### src/rtl/mvw_pkg.sv
// Constants for the VLAN tag and wake-up detect block
package mvw_pkg;
    localparam int          DATA_W          = 32;
    localparam int          ADDR_W          = 8;
    localparam logic [31:0] REG_RESET       = 32'h00000000;
    // Register indices; byte address is four times the index
    localparam logic [7:0]  IDX_TAG_FIRST   = 8'h09;
    localparam logic [7:0]  IDX_TAG_SECOND  = 8'h0A;
    localparam logic [7:0]  IDX_WAKE_STORE  = 8'h0B;
    localparam logic [7:0]  IDX_WAKE_CS     = 8'h0C;
    localparam logic [7:0]  IDX_IRQ_STATUS  = 8'h0D;
    localparam logic [7:0]  IDX_IRQ_CLEAR   = 8'h0E;
    localparam logic [7:0]  IDX_IRQ_ENABLE  = 8'h0F;
    localparam logic [7:0]  IDX_PM_CTRL     = 8'h10;
    localparam logic [7:0]  ADDR_TAG_FIRST  = IDX_TAG_FIRST << 2;
    localparam logic [7:0]  ADDR_TAG_SECOND = IDX_TAG_SECOND << 2;
    localparam logic [7:0]  ADDR_WAKE_STORE = IDX_WAKE_STORE << 2;
    localparam logic [7:0]  ADDR_WAKE_CS    = IDX_WAKE_CS << 2;
    localparam logic [7:0]  ADDR_IRQ_STATUS = IDX_IRQ_STATUS << 2;
    localparam logic [7:0]  ADDR_IRQ_CLEAR  = IDX_IRQ_CLEAR << 2;
    localparam logic [7:0]  ADDR_IRQ_ENABLE = IDX_IRQ_ENABLE << 2;
    localparam logic [7:0]  ADDR_PM_CTRL    = IDX_PM_CTRL << 2;
    // Tag identifier field
    localparam int          TAG_ID_W        = 16;
    // Wake control and status fields
    localparam int          WC_MP_EN        = 1;
    localparam int          WC_WF_EN        = 2;
    localparam int          WC_MP_SEEN      = 5;
    localparam int          WC_WF_SEEN      = 6;
    localparam int          WC_GU_EN        = 9;
    localparam logic [31:0] WC_RW_MASK      = 32'h00000206;
    // Interrupt status bits
    localparam int          IRQ_W           = 4;
    localparam int          IRQ_MAGIC       = 0;
    localparam int          IRQ_WFRAME      = 1;
    localparam int          IRQ_UNICAST     = 2;
    localparam int          IRQ_TOO_LONG    = 3;
    // Power control bits
    localparam int          PM_ENTER        = 0;
    localparam int          PM_SOFT_RST     = 1;
    // Frame layout: zero-based positions of the 13th and 14th byte
    localparam int          TAG_POS_HI      = 12;
    localparam int          TAG_POS_LO      = 13;
    localparam int          LEN_W           = 16;
    localparam logic [15:0] LEN_UNTAGGED    = 16'd1518;
    localparam logic [15:0] LEN_TAGGED      = 16'd1522;
    // Wake-up filter store
    localparam int          FILT_ENTRIES    = 8;
    localparam int          FILT_SPAN       = 32;
    localparam logic [15:0] CRC_POLY        = 16'h8005;
    localparam logic [15:0] CRC_INIT        = 16'hFFFF;
    // Magic packet layout
    localparam logic [7:0]  MAGIC_SYNC_BYTE = 8'hFF;
    localparam logic [2:0]  MAGIC_SYNC_LEN  = 3'd6;
    localparam logic [4:0]  MAGIC_REPS      = 5'd16;
    localparam logic [2:0]  MAC_BYTES       = 3'd6;
endpackage

### src/rtl/mvw_top.sv
// VLAN tag detection, frame length check and remote wake-up logic with APB registers
//
// Notes on behaviour
// Compare first tag identifier with received bytes 13 and 14 of each frame.
// Compare low sixteen bits of second tag identifier with bytes 13 and 14.
// Tagged frames may be 1522 bytes long instead of 1518 before flagged.
// Software programs tag identifiers with 0x8100 before using tag detection.
// After any reset, first filter store write fills entry zero, then next.
// Filter write pointer wraps to entry zero after all eight entries.
// Filter store is write-only; reading it returns zero.
// With unicast wake enabled, a frame with address bit 0 clear wakes.
// A valid wake-up frame sets the wake frame received flag.
// A valid magic packet sets the magic packet received flag.
// Wake frame enable turns on filter matching of received frames.
// Magic packet enable turns on magic packet detection.
// Tag registers and wake control register reset to all zeros.
// Received flags stay set until reset or software writes one to clear.
`timescale 1ns/100ps
module mvw_top
    import mvw_pkg::*;
#(
    parameter int FILTER_ENTRIES = mvw_pkg::FILT_ENTRIES
) (
    input  wire logic                       clk,
    input  wire logic                       arst_n,
    input  wire logic                       psel,
    input  wire logic                       penable,
    input  wire logic                       pwrite,
    input  wire logic [mvw_pkg::ADDR_W-1:0] paddr,
    input  wire logic [mvw_pkg::DATA_W-1:0] pwdata,
    output logic      [mvw_pkg::DATA_W-1:0] prdata,
    output logic                            pready,
    output logic                            pslverr,
    input  wire logic                       rx_valid,
    input  wire logic [7:0]                 rx_data,
    input  wire logic                       rx_last,
    input  wire logic                       rx_good,
    input  wire logic [47:0]                station_addr,
    output logic                            rx_done,
    output logic                            rx_tag_first,
    output logic                            rx_tag_second,
    output logic                            rx_too_long,
    output logic                            power_save,
    output logic                            wake_event,
    output logic                            irq
);
    import mvw_pkg::*;

    if (FILTER_ENTRIES != 8) begin : g_chk
        $error("mvw_top: the filter store holds exactly eight entries");
    end

    logic [31:0]       tag_first_q, tag_first_d;
    logic [31:0]       tag_second_q, tag_second_d;
    logic [31:0]       wake_cs_q, wake_cs_d;
    logic [IRQ_W-1:0]  irq_stat_q, irq_stat_d;
    logic [IRQ_W-1:0]  irq_en_q, irq_en_d;
    logic              pm_q, pm_d;
    logic [31:0]       prdata_d;
    logic              pslverr_d;
    logic              setup, wr_acc;
    logic              addr_ok;
    logic              soft_rst;
    logic              store_we;
    logic [31:0]       wake_clr;
    logic [IRQ_W-1:0]  irq_clr;

    logic [LEN_W-1:0]  len_q, len_d;
    logic [7:0]        tag_hi_q, tag_hi_d;
    logic              tag1_q, tag1_d;
    logic              tag2_q, tag2_d;
    logic              ucast_q, ucast_d;
    logic              done_d, too_long_d, tag1_o_d, tag2_o_d;
    logic              rx_tag1_q, rx_tag2_q, rx_long_q;
    logic [LEN_W-1:0]  frame_len;
    logic [LEN_W-1:0]  len_limit;
    logic              frame_end;
    logic              ucast_hit;
    logic              magic_hit, frame_hit;
    logic              wake_d;

    // APB: zero wait states, read data and error captured in the setup cycle
    assign setup  = psel && !penable;
    assign wr_acc = psel && penable && pwrite;
    assign pready = 1'b1;

    always_comb begin
        unique case (paddr)
            ADDR_TAG_FIRST, ADDR_TAG_SECOND, ADDR_WAKE_STORE, ADDR_WAKE_CS,
            ADDR_IRQ_STATUS, ADDR_IRQ_CLEAR, ADDR_IRQ_ENABLE, ADDR_PM_CTRL: addr_ok = 1'b1;
            default: addr_ok = 1'b0;
        endcase
    end

    always_comb begin
        prdata_d  = prdata;
        pslverr_d = pslverr;
        if (setup) begin
            pslverr_d = !addr_ok;
            prdata_d  = '0;
            if (!pwrite) begin
                unique case (paddr)
                    ADDR_TAG_FIRST:  prdata_d = {16'h0000, tag_first_q[TAG_ID_W-1:0]};
                    ADDR_TAG_SECOND: prdata_d = {16'h0000, tag_second_q[TAG_ID_W-1:0]};
                    ADDR_WAKE_CS:    prdata_d = wake_cs_q;
                    ADDR_IRQ_STATUS: prdata_d = {{(DATA_W-IRQ_W){1'b0}}, irq_stat_q};
                    ADDR_IRQ_ENABLE: prdata_d = {{(DATA_W-IRQ_W){1'b0}}, irq_en_q};
                    ADDR_PM_CTRL:    prdata_d = {31'h00000000, pm_q};
                    // no read back
                    default:         prdata_d = '0;
                endcase
            end
        end
    end

    assign soft_rst = wr_acc && (paddr == ADDR_PM_CTRL) && pwdata[PM_SOFT_RST];
    // auto-indexed store write
    assign store_we = wr_acc && (paddr == ADDR_WAKE_STORE);
    assign wake_clr = (wr_acc && paddr == ADDR_WAKE_CS) ?
                      (pwdata & ((32'h1 << WC_MP_SEEN) | (32'h1 << WC_WF_SEEN))) : '0;
    assign irq_clr  = (wr_acc && paddr == ADDR_IRQ_CLEAR) ? pwdata[IRQ_W-1:0] : '0;

    // Configuration registers
    always_comb begin
        tag_first_d  = tag_first_q;
        tag_second_d = tag_second_q;
        wake_cs_d    = wake_cs_q;
        irq_en_d     = irq_en_q;
        if (wr_acc && paddr == ADDR_TAG_FIRST) begin
            tag_first_d = {16'h0000, pwdata[TAG_ID_W-1:0]};
        end
        if (wr_acc && paddr == ADDR_TAG_SECOND) begin
            tag_second_d = {16'h0000, pwdata[TAG_ID_W-1:0]};
        end
        if (wr_acc && paddr == ADDR_WAKE_CS) begin
            wake_cs_d = (wake_cs_q & ~WC_RW_MASK) | (pwdata & WC_RW_MASK);
        end
        // write one clears
        wake_cs_d = wake_cs_d & ~wake_clr;
        // magic flag set wins
        if (magic_hit) begin
            wake_cs_d[WC_MP_SEEN] = 1'b1;
        end
        // wake frame flag set wins
        if (frame_hit) begin
            wake_cs_d[WC_WF_SEEN] = 1'b1;
        end
        if (wr_acc && paddr == ADDR_IRQ_ENABLE) begin
            irq_en_d = pwdata[IRQ_W-1:0];
        end
        // soft reset clears
        if (soft_rst) begin
            tag_first_d  = REG_RESET;
            tag_second_d = REG_RESET;
            wake_cs_d    = REG_RESET;
        end
    end

    // Frame end is the byte with rx_last
    assign frame_end = rx_valid && rx_last;
    assign frame_len = (len_q == {LEN_W{1'b1}}) ? len_q : len_q + 16'd1;

    always_comb begin
        len_d    = len_q;
        tag_hi_d = tag_hi_q;
        tag1_d   = tag1_q;
        tag2_d   = tag2_q;
        ucast_d  = ucast_q;
        if (rx_valid) begin
            len_d = frame_len;
            if (len_q == 16'd0) begin
                ucast_d = !rx_data[0];
            end
            if (len_q == LEN_W'(TAG_POS_HI)) begin
                tag_hi_d = rx_data;
            end
            if (len_q == LEN_W'(TAG_POS_LO)) begin
                // first tag compare
                tag1_d = ({tag_hi_q, rx_data} == tag_first_q[TAG_ID_W-1:0]);
                // second tag compare
                tag2_d = ({tag_hi_q, rx_data} == tag_second_q[TAG_ID_W-1:0]);
            end
        end
        // limit taken before the tag clear
        len_limit  = (tag1_d || tag2_d) ? LEN_TAGGED : LEN_UNTAGGED;
        done_d     = frame_end;
        tag1_o_d   = frame_end ? tag1_d : rx_tag1_q;
        tag2_o_d   = frame_end ? tag2_d : rx_tag2_q;
        too_long_d = frame_end ? (frame_len > len_limit) : rx_long_q;
        if (frame_end) begin
            len_d   = '0;
            tag1_d  = 1'b0;
            tag2_d  = 1'b0;
            ucast_d = 1'b0;
        end
    end

    // global unicast wake
    assign ucast_hit = frame_end && rx_good && wake_cs_q[WC_GU_EN] &&
                       (len_q != 16'd0 ? ucast_q : !rx_data[0]);

    // Any wake source leaves power save
    always_comb begin
        wake_d = pm_q && (magic_hit || frame_hit || ucast_hit);
        pm_d   = pm_q;
        if (wr_acc && paddr == ADDR_PM_CTRL) begin
            pm_d = pwdata[PM_ENTER];
        end
        if (wake_d) begin
            pm_d = 1'b0;
        end
    end

    // Sticky interrupt status, set wins over clear
    always_comb begin
        irq_stat_d = irq_stat_q & ~irq_clr;
        if (magic_hit) begin
            irq_stat_d[IRQ_MAGIC] = 1'b1;
        end
        if (frame_hit) begin
            irq_stat_d[IRQ_WFRAME] = 1'b1;
        end
        if (ucast_hit && pm_q) begin
            irq_stat_d[IRQ_UNICAST] = 1'b1;
        end
        if (frame_end && too_long_d) begin
            irq_stat_d[IRQ_TOO_LONG] = 1'b1;
        end
    end

    assign irq = |(irq_stat_q & irq_en_q);

    // Detector results are registered pulses
    mvw_wake_detect #(
        .ENTRIES      (FILTER_ENTRIES),
        .SPAN         (FILT_SPAN)
    ) u_detect (
        .clk          (clk),
        .arst_n       (arst_n),
        // pointer wraps inside
        .soft_rst     (soft_rst),
        .store_we     (store_we),
        .store_wdata  (pwdata),
        .rx_valid     (rx_valid),
        .rx_data      (rx_data),
        .rx_last      (rx_last),
        .rx_good      (rx_good),
        .station_addr (station_addr),
        // magic detect enable
        .magic_en     (wake_cs_q[WC_MP_EN]),
        // filter detect enable
        .frame_en     (wake_cs_q[WC_WF_EN]),
        .magic_hit    (magic_hit),
        .frame_hit    (frame_hit)
    );

    assign rx_tag_first  = rx_tag1_q;
    assign rx_tag_second = rx_tag2_q;
    assign rx_too_long   = rx_long_q;
    assign power_save    = pm_q;

    // zero after reset
    always_ff @(posedge clk or negedge arst_n) begin
        if (!arst_n) begin
            tag_first_q  <= REG_RESET;
            tag_second_q <= REG_RESET;
            wake_cs_q    <= REG_RESET;
            irq_stat_q   <= '0;
            irq_en_q     <= '0;
            pm_q         <= 1'b0;
            prdata       <= '0;
            pslverr      <= 1'b0;
            len_q        <= '0;
            tag_hi_q     <= '0;
            tag1_q       <= 1'b0;
            tag2_q       <= 1'b0;
            ucast_q      <= 1'b0;
            rx_done      <= 1'b0;
            rx_tag1_q    <= 1'b0;
            rx_tag2_q    <= 1'b0;
            rx_long_q    <= 1'b0;
            wake_event   <= 1'b0;
        end else begin
            tag_first_q  <= tag_first_d;
            tag_second_q <= tag_second_d;
            wake_cs_q    <= wake_cs_d;
            irq_stat_q   <= irq_stat_d;
            irq_en_q     <= irq_en_d;
            pm_q         <= pm_d;
            prdata       <= prdata_d;
            pslverr      <= pslverr_d;
            len_q        <= len_d;
            tag_hi_q     <= tag_hi_d;
            tag1_q       <= tag1_d;
            tag2_q       <= tag2_d;
            ucast_q      <= ucast_d;
            rx_done      <= done_d;
            rx_tag1_q    <= tag1_o_d;
            rx_tag2_q    <= tag2_o_d;
            rx_long_q    <= too_long_d;
            wake_event   <= wake_d;
        end
    end
endmodule // mvw_top

### src/rtl/mvw_wake_detect.sv
// Magic packet and wake-up frame filter detection
`timescale 1ns/100ps
module mvw_wake_detect
    import mvw_pkg::*;
#(
    parameter int ENTRIES = mvw_pkg::FILT_ENTRIES,
    parameter int SPAN    = mvw_pkg::FILT_SPAN
) (
    input  wire logic        clk,
    input  wire logic        arst_n,
    input  wire logic        soft_rst,
    input  wire logic        store_we,
    input  wire logic [31:0] store_wdata,
    input  wire logic        rx_valid,
    input  wire logic [7:0]  rx_data,
    input  wire logic        rx_last,
    input  wire logic        rx_good,
    input  wire logic [47:0] station_addr,
    input  wire logic        magic_en,
    input  wire logic        frame_en,
    output logic             magic_hit,
    output logic             frame_hit
);
    localparam int NFILT = ENTRIES / 2;
    localparam int PTR_W = $clog2(ENTRIES);

    if (ENTRIES < 2 || (ENTRIES % 2) != 0 || (1 << PTR_W) != ENTRIES || SPAN != 32) begin : g_chk
        $error("mvw_wake_detect: ENTRIES must be an even power of two and SPAN 32");
    end

    function automatic logic [15:0] crc16_byte(input logic [15:0] c, input logic [7:0] d);
        logic [15:0] r;
        r = c;
        for (int i = 0; i < 8; i++) begin
            r = (r[15] ^ d[i]) ? ((r << 1) ^ CRC_POLY) : (r << 1);
        end
        return r;
    endfunction

    logic [31:0]      store_q [ENTRIES];
    logic [31:0]      store_d [ENTRIES];
    logic [PTR_W-1:0] ptr_q, ptr_d;
    logic [5:0]       pos_q, pos_d;
    logic [15:0]      crc_q [NFILT];
    logic [15:0]      crc_d [NFILT];
    logic [NFILT-1:0] filt_match;
    logic [2:0]       sync_q, sync_d;
    logic [4:0]       rep_q, rep_d;
    logic [2:0]       mpos_q, mpos_d;
    logic             found_q, found_d;
    logic [7:0]       mac_byte;
    logic             magic_hit_d, frame_hit_d;

    // Store write: entry k mask, entry k+NFILT expected CRC
    always_comb begin
        for (int k = 0; k < ENTRIES; k++) begin
            store_d[k] = store_q[k];
        end
        ptr_d = ptr_q;
        if (soft_rst) begin
            ptr_d = '0;
        end else if (store_we) begin
            store_d[ptr_q] = store_wdata;
            // Pointer wraps after the last entry
            ptr_d = ptr_q + 1'b1;
        end
    end

    assign mac_byte = station_addr[8*(32'(MAC_BYTES) - 1 - 32'(mpos_q)) +: 8];

    // Filters hash masked bytes of the first SPAN bytes
    for (genvar k = 0; k < NFILT; k++) begin : g_filt
        always_comb begin
            crc_d[k] = crc_q[k];
            if (rx_valid && pos_q < 6'(SPAN) && store_q[k][pos_q[4:0]]) begin
                crc_d[k] = crc16_byte(crc_q[k], rx_data);
            end
            filt_match[k] = (store_q[k] != '0) && (crc_d[k] == store_q[k+NFILT][15:0]);
            if (rx_valid && rx_last) begin
                crc_d[k] = CRC_INIT;
            end
        end
    end

    always_comb begin
        pos_d  = pos_q;
        sync_d = sync_q;
        rep_d  = rep_q;
        mpos_d = mpos_q;
        found_d = found_q;
        if (rx_valid) begin
            if (pos_q != 6'h3F) begin
                pos_d = pos_q + 6'h01;
            end
            if (found_q) begin
                found_d = 1'b1;
            end else if (sync_q < MAGIC_SYNC_LEN) begin
                sync_d = (rx_data == MAGIC_SYNC_BYTE) ? sync_q + 3'd1 : 3'd0;
            end else if (rx_data == mac_byte) begin
                mpos_d = mpos_q + 3'd1;
                if (mpos_q == MAC_BYTES - 3'd1) begin
                    mpos_d = 3'd0;
                    rep_d  = rep_q + 5'd1;
                    found_d = (rep_q == MAGIC_REPS - 5'd1);
                end
            end else if (!(rx_data == MAGIC_SYNC_BYTE && mpos_q == 3'd0 && rep_q == 5'd0)) begin
                // Mismatch restarts the search; an FF may open a new sync run
                sync_d = (rx_data == MAGIC_SYNC_BYTE) ? 3'd1 : 3'd0;
                rep_d  = 5'd0;
                mpos_d = 3'd0;
            end
        end
        magic_hit_d = rx_valid && rx_last && rx_good && magic_en && found_d;
        frame_hit_d = rx_valid && rx_last && rx_good && frame_en && (|filt_match);
        if (rx_valid && rx_last) begin
            pos_d   = '0;
            sync_d  = '0;
            rep_d   = '0;
            mpos_d  = '0;
            found_d = 1'b0;
        end
    end

    always_ff @(posedge clk or negedge arst_n) begin
        if (!arst_n) begin
            for (int k = 0; k < ENTRIES; k++) begin
                store_q[k] <= REG_RESET;
            end
            for (int k = 0; k < NFILT; k++) begin
                crc_q[k] <= CRC_INIT;
            end
            ptr_q     <= '0;
            pos_q     <= '0;
            sync_q    <= '0;
            rep_q     <= '0;
            mpos_q    <= '0;
            found_q   <= 1'b0;
            magic_hit <= 1'b0;
            frame_hit <= 1'b0;
        end else begin
            for (int k = 0; k < ENTRIES; k++) begin
                store_q[k] <= store_d[k];
            end
            for (int k = 0; k < NFILT; k++) begin
                crc_q[k] <= crc_d[k];
            end
            ptr_q     <= ptr_d;
            pos_q     <= pos_d;
            sync_q    <= sync_d;
            rep_q     <= rep_d;
            mpos_q    <= mpos_d;
            found_q   <= found_d;
            magic_hit <= magic_hit_d;
            frame_hit <= frame_hit_d;
        end
    end
endmodule // mvw_wake_detect
### config.mk
export PLATFORM = sky130hd
export DESIGN_NAME = mvw_top
export DESIGN_NICKNAME = d
export VERILOG_FILES = /design/src/rtl/mvw_pkg.sv /design/src/rtl/mvw_top.sv /design/src/rtl/mvw_wake_detect.sv
export SDC_FILE = /design/constraint.sdc
export NUM_CORES = 1
export LEC_CHECK = 0
export BUFFER_PORTS_ARGS = -buffer_cell sky130_fd_sc_hd__buf_2
export CAP_MARGIN = 5
export CELL_PAD_IN_SITES_DETAIL_PLACEMENT = 1
export CELL_PAD_IN_SITES_GLOBAL_PLACEMENT = 2
export CORE_MARGIN = 2
export CORE_UTILIZATION = 41
export DETAILED_ROUTE_END_ITERATION = 12
export PLACE_DENSITY = 0.86
export SYNTH_ARGS = -nofsm -noshare
export SYNTH_HDL_FRONTEND = slang
export SYNTH_SLANG_ARGS = --single-unit
### constraint.sdc
create_clock -name clk -period 4.3 [get_ports clk]
set_input_delay 0.43 -clock clk [delete_from_list [all_inputs] [get_ports clk]]
set_output_delay 0.43 -clock clk [all_outputs]
set_load 0.005 [all_outputs]
* Word level (Yosys, flattened, before mapping) *
Index checks and enable logic that the tools add are counted.
Widths: inputs -> output; s select.

word-level totals
  register bits = 481
  logic and storage cells = 335

operators by class
  add/sub/neg operators = 7
  magnitude comparators = 6
  eq/ne operators = 28
  shift-type cells = 1
  multiplexer cells = 118
  bitwise gates (word level) = 72
  reduce and logical (&&, ||, !) cells = 65

operator list
  operator               count
  $mux 16                47
  $bwmux 256             1
  $pmux 32 s6            1
  $mux 32                4
  $reduce_bool 32->1     4
  $demux 32 s3           1
  $eq 16x16->1           6
  $not 3->3              32
  $eq 8x6->1 const B     7
  $mux 3                 16
  $shiftx 48x33->8       1
  $mux 5                 8
  $logic_and 1x1->1      34
  $and 32x32->32         1
  $eq 16x4->1 const B    2
  $not 7->32             1
  $or 32x10->32          1
  $xor 1x1->1            32
  $mux 1                 31
  $bmux 1 s5             4
  $mux 6                 3
  $add 16x1->16 const B  1
  $eq 16x16->1 const B   1
  $gt 16x11->1           1
  other kinds (36)       57

* Depth between registers and ports, before layout *
  word-level depth = 21
  mapped depth = 14
  gate-level depth less buffers = 13

* Hierarchy *
Synthesis repeated with hierarchy kept, for this count alone.

second synthesis, totals
  cell total of the unflattened synthesis = 1901
  area, all modules = 20828.7 um^2

modules (own cells, without submodules)
  module           times used  cells each  area each (um^2)  seq. area each (um^2)
  mvw_wake_detect  1           1330        15576.2           7061.8
  mvw_top          1           571         5252.5            2402.3

* Worst setup path after synthesis *
OpenSTA, ideal clock, no wires.

  path type = reg2reg
  start point = register u_detect.mpos_q[1]
  end point = register u_detect.sync_q[0]
  setup time = 0.128 ns
  data arrival time = 3.208 ns
  required time = 4.172 ns
  slack = 0.965 ns
  stages on the path, launching flop included = 13
  clock period less this slack = 3.335 ns
  path through = dfrtp_1 clkinv_1 ha_1 clkbuf_1 mux4_2 a22oi_1 nand4bb_1 o32ai_1 o22ai_1 nor3_2 nand2b_1 a31oi_1 mux2_1

on the way
  word-level cells in the longest chain between the ends = 5
  elaborated cells between the ends (all ways) = 9
  classes of those cells = 1 x add/sub; 3 x eq/ne; 1 x shift; 4 x reduce/logical

RTL lines
  what                                                          RTL line                                       text
  from (decl)                                                   mvw_wake_detect.sv:49                          logic [2:0] mpos_q, mpos_d;
  from (signal assigned)                                        mvw_wake_detect.sv:151                         mpos_q <= mpos_d;
  $sub 3x3->4 / $logic_not 3->1 (equally long branches)         mvw_wake_detect.sv:69, mvw_wake_detect.sv:106
  $shiftx 48x33->8 / $logic_and 1x1->1 (equally long branches)  mvw_wake_detect.sv:69, mvw_wake_detect.sv:106
  $eq 8x8->1 / $logic_and 1x1->1 (equally long branches)        mvw_wake_detect.sv:99, mvw_wake_detect.sv:106
  $ne 3x2->1 (no source line)                                   --
  $reduce_and 4->1 (no source line) *                           --
  to (signal assigned)                                          mvw_wake_detect.sv:149                         sync_q <= sync_d;
  to (decl)                                                     mvw_wake_detect.sv:47                          logic [2:0] sync_q, sync_d;

Every way passes the cells marked *; elsewhere a longest branch is shown, timed or not.
A chain may end at the register's enable or synchronous reset.

* Worst setup path after layout *
Ends and elaborated chain as after synthesis.

==> results.sh <==
export IMPL_status="complete, no violations"
export IMPL_slew_viol_final=0
export IMPL_vdd_drop_max_uv=219
export IMPL_synth_compound_area_share_pct=9.15
export IMPL_tns_ns=0
export IMPL_cpMaxStageDelayCell="ha_1"
export IMPL_yosysTopAreaCell="dfrtp_1"
export IMPL_fin_crit_sh_pct=90.2
export IMPL_worst_path_max_fanout=10
export IMPL_cts_clk_slew_worst_paths_ns=0.06
export IMPL_dp_hpwl_um=44000
export IMPL_post_route_min_period_ns=3.88
export IMPL_overflow=0
export IMPL_tritoncts="built"
export IMPL_grt_usage_pct=24.8
export IMPL_fill_cells=5445
export IMPL_post_cts_buffers=0
export IMPL_final_cell_mix="dfrtp_1 (310), nand2_1 (213), mux2_2 (208), xnor2_1 (160), buf_2 (142)"
export IMPL_syn_area_sq_mm=0.0209
export IMPL_yosys_top_cells_area="dfrtp_1 (37%), mux2_2 (11%), dfstp_2 (8.0%)"
export IMPL_fin_skew_ns=0.0360
export IMPL_ys_seq_area_share_pct=45.2
export IMPL_worst_pin_slew_ns=1.09
export IMPL_routed_via_count=15700
export IMPL_synth_seq_cells=375
export IMPL_clk_latency_ns=0.58
export IMPL_finalHoldViolCount=0
export IMPL_dieArea_sq_mm=0.0528
export IMPL_worst_slew_margin_rel_pct=26.5
export IMPL_regArea_sq_mm=0.00947
export IMPL_leakage_nw=10.6
export IMPL_cp_required_ns=4.75
export IMPL_grt_pass1_wl_um=102000
export IMPL_crit_family="simple AND/OR/NAND/NOR gates"
export IMPL_synthCells=1906
export IMPL_drt_iter0_markers=1199
export IMPL_fin_util_pct=47.1
export IMPL_synth_top_family_by_area="multiplexers"
export IMPL_ios=145
export IMPL_clock_sinks=375
export IMPL_cp_end_kind="flip-flop"
export IMPL_htree_levels=2
export IMPL_drc=0
export IMPL_multi_input_area_sq_mm=0.0106
export IMPL_syn_num_nets=2026
export IMPL_path_cells="clkinv_1 -> ha_1 -> mux4_2 -> a22oi_1 -> xnor2_1 -> nor4b_1 -> o22ai_1 -> nor3_2 -> nand2b_1 -> a31oi_1 -> mux2_1"
export IMPL_layout_cells_most_common="dfrtp_1"
export IMPL_drive_gt1_share_pct=28.9
export IMPL_crit_type="reg -> reg"
export IMPL_synthMuxAreaShare_pct=18.6
export IMPL_drt_wirelength_per_cell_um=24.0
export IMPL_synth_top_area_share_pct=37.2
export IMPL_yosys_warnings=0
export IMPL_synth_ff_type="dfrtp_1"
export IMPL_postRouteAntennaNets=0
export IMPL_dr_pass1_iters=8
export IMPL_viasPerCell=5.82
export IMPL_critPathArrivalTime_ns=4.33
export IMPL_grt_max_degree=98
export IMPL_yosys_area_share_adder_pct=0.957
export IMPL_final_nets=2110
export IMPL_n_antenna_cell=0
export IMPL_avgSynthCellArea_sq_um=11.0
export IMPL_hold_path_class="in -> reg"
export IMPL_crit_buf_inv=1
export IMPL_grt_pass1_vias=16900
export IMPL_async_flop_share_pct=100
export IMPL_gp_congestion=0.912
export IMPL_rsz0062_at_grt="false"
export IMPL_wirelength_um=64700
export IMPL_yosys_area_share_simple_pct=11.4
export IMPL_die_w_um=230
export IMPL_coreArea_sq_mm=0.0503
export IMPL_start_util_pct=41.6
export IMPL_critPathLaunchType="flip-flop"
export IMPL_antenna_found_initial=1
export IMPL_die_y_um=230
export IMPL_io_buffer_count=143
export IMPL_synth_xor_area_share_pct=10.1
export IMPL_area_growth_pct=13.3
export IMPL_ys_types=85
export IMPL_p_per_area_mw_per_mm2=359
export IMPL_cts_root_buffer="clkbuf_16"
export IMPL_placementRows=82
export IMPL_numCtsBuffers=43
export IMPL_synth_edf_count=0
export IMPL_drv_max_cap_violation_count=0
export IMPL_max_freq_mhz=258
export IMPL_setup_viol_count_final=0
export IMPL_ctsLongestPathBuffers=3
export IMPL_max_stage_delay_ns=0.65
[cell type report]
cell class,count,share of cell area (%)
Clock inverter,19,1.17
Timing Repair Buffer,182,4.63
Tap cell,672,3.55
Sequential cell,375,39.9
Inverter,62,0.982
Multi-Input combinational cell,1326,44.5
Clock buffer,61,5.21
[power breakdown]
group	switching, mW	leakage, nW	internal (mW)
registers	0.0984	4.95	3.59
clock network	1.56	0.725	2.37
logic	0.525	4.94	0.353
total	2.19	10.6	6.32
[synth_stat cells, drive strengths merged (5+ instances only)]
| master | instances |
|---|---|
| a222oi | 9 |
| xor2 | 51 |
| and2 | 12 |
| nor4b | 6 |
| dfstp | 64 |
| and3 | 13 |
| xnor3 | 9 |
| o2111ai | 7 |
| a211oi | 6 |
| ha | 16 |
| or4 | 5 |
| o211ai | 13 |
| buf | 58 |
| nor3 | 17 |
| dfrtp | 311 |
| xnor2 | 161 |
| o32ai | 5 |
| inv | 61 |
| nand3 | 25 |
| nand4 | 34 |
| a22oi | 28 |
| a21o | 8 |
| nor4 | 50 |
| mux2i | 67 |
| o22ai | 20 |
| nand4bb | 5 |
| nor2b | 10 |
| o21ai | 67 |
| mux4 | 37 |
| a21oi | 71 |
| nor2 | 62 |
| nand2 | 214 |
| a31oi | 7 |
| mux2 | 211 |
| o21a | 9 |
| nand2b | 11 |
| clkbuf | 85 |
[cell families (layout without fill, tap and decap cells)]
kind of cell | count (synthesis) | count (layout)
adder cells (fa/ha/maj) | 16 | 16
AND/OR/NAND/NOR | 484 | 484
XOR/XNOR | 221 | 221
multiplexers | 315 | 315
AO/OA/AOI/OAI | 289 | 289
flip-flops | 375 | 375
other | 1 | 1
buffers and inverters | 205 | 324
[final timing paths]
kind | from | slack (ns) | end | cells past startpoint
max in group asynchronous | arst_n | 2.75 | u_detect.store_q[176] | 3
hold / removal | pwdata[30] | 0.14 | u_detect.store_q[190] | 2
min in group asynchronous | arst_n | 0.45 | u_detect.mpos_q[0] | 2
setup / recovery | u_detect.mpos_q[1] | 0.42 | u_detect.sync_q[0] | 11
hold reg to reg | prdata[13] | 0.47 | prdata[13] | 2
setup reg to reg | u_detect.mpos_q[1] | 0.42 | u_detect.sync_q[0] | 11
[metrics by stage]
stage	cells	power, mW	setup slack, ns	area [sq um]	hold WS, ns
6_report	2697	8.51	0.420	23700	0.141
4_1_cts	2696	8.59	0.262	23700	0.109
5_1_grt	2697	8.81	0.0694	23700	0.133
3_5_place_dp	2615	4.62	0.274	22200	0.470
3_3_place_gp	2615	4.60	0.549	22200	0.463
2_1_floorplan	1906	4.27	0.965	20900	0.134
[sequential cells by signal, summed over array words and instances (netlist names), 3 cells and up]
name              flops
u_detect.mpos_q       3
prdata               17
tag_hi_q              8
u_detect.pos_q        6
irq_stat_q            4
tag_first_q          16
wake_cs_q             5
u_detect.sync_q       3
u_detect.rep_q        5
irq_en_q              4
tag_second_q         16
u_detect.store_q    192
len_q                16
u_detect.ptr_q        3
u_detect.crc_q       64
[timing repair]
item | in CTS | in global routing
endpoints found under the setup margin | 0 | 7
hold buffers | 1 | 0
endpoints found under the hold margin | 59 | 0
resized for setup | 0 | 2
[worst reg2reg max path, stage by stage, from the launching register on]
cell	delay, ns
dfrtp_1	0.42
clkinv_1	0.32
ha_1	0.65
mux4_2	0.38
a22oi_1	0.32
xnor2_1	0.11
nor4b_1	0.32
o22ai_1	0.18
nor3_2	0.41
nand2b_1	0.18
a31oi_1	0.15
mux2_1	0.34
[metal layers]
metal  track usage, %  routed length (um)  vias to the layer above  part of all wire (%)
met5                0                  13                        -                 0.020
li1                 -                   -                     6961                     -
met4             7.34                1640                        2                   2.5
met1             33.6               28700                     8139                    44
met3             3.76                3380                      114                   5.2
met2             41.0               30900                      475                    48
Note: power is estimated with default switching activity, not from simulation.
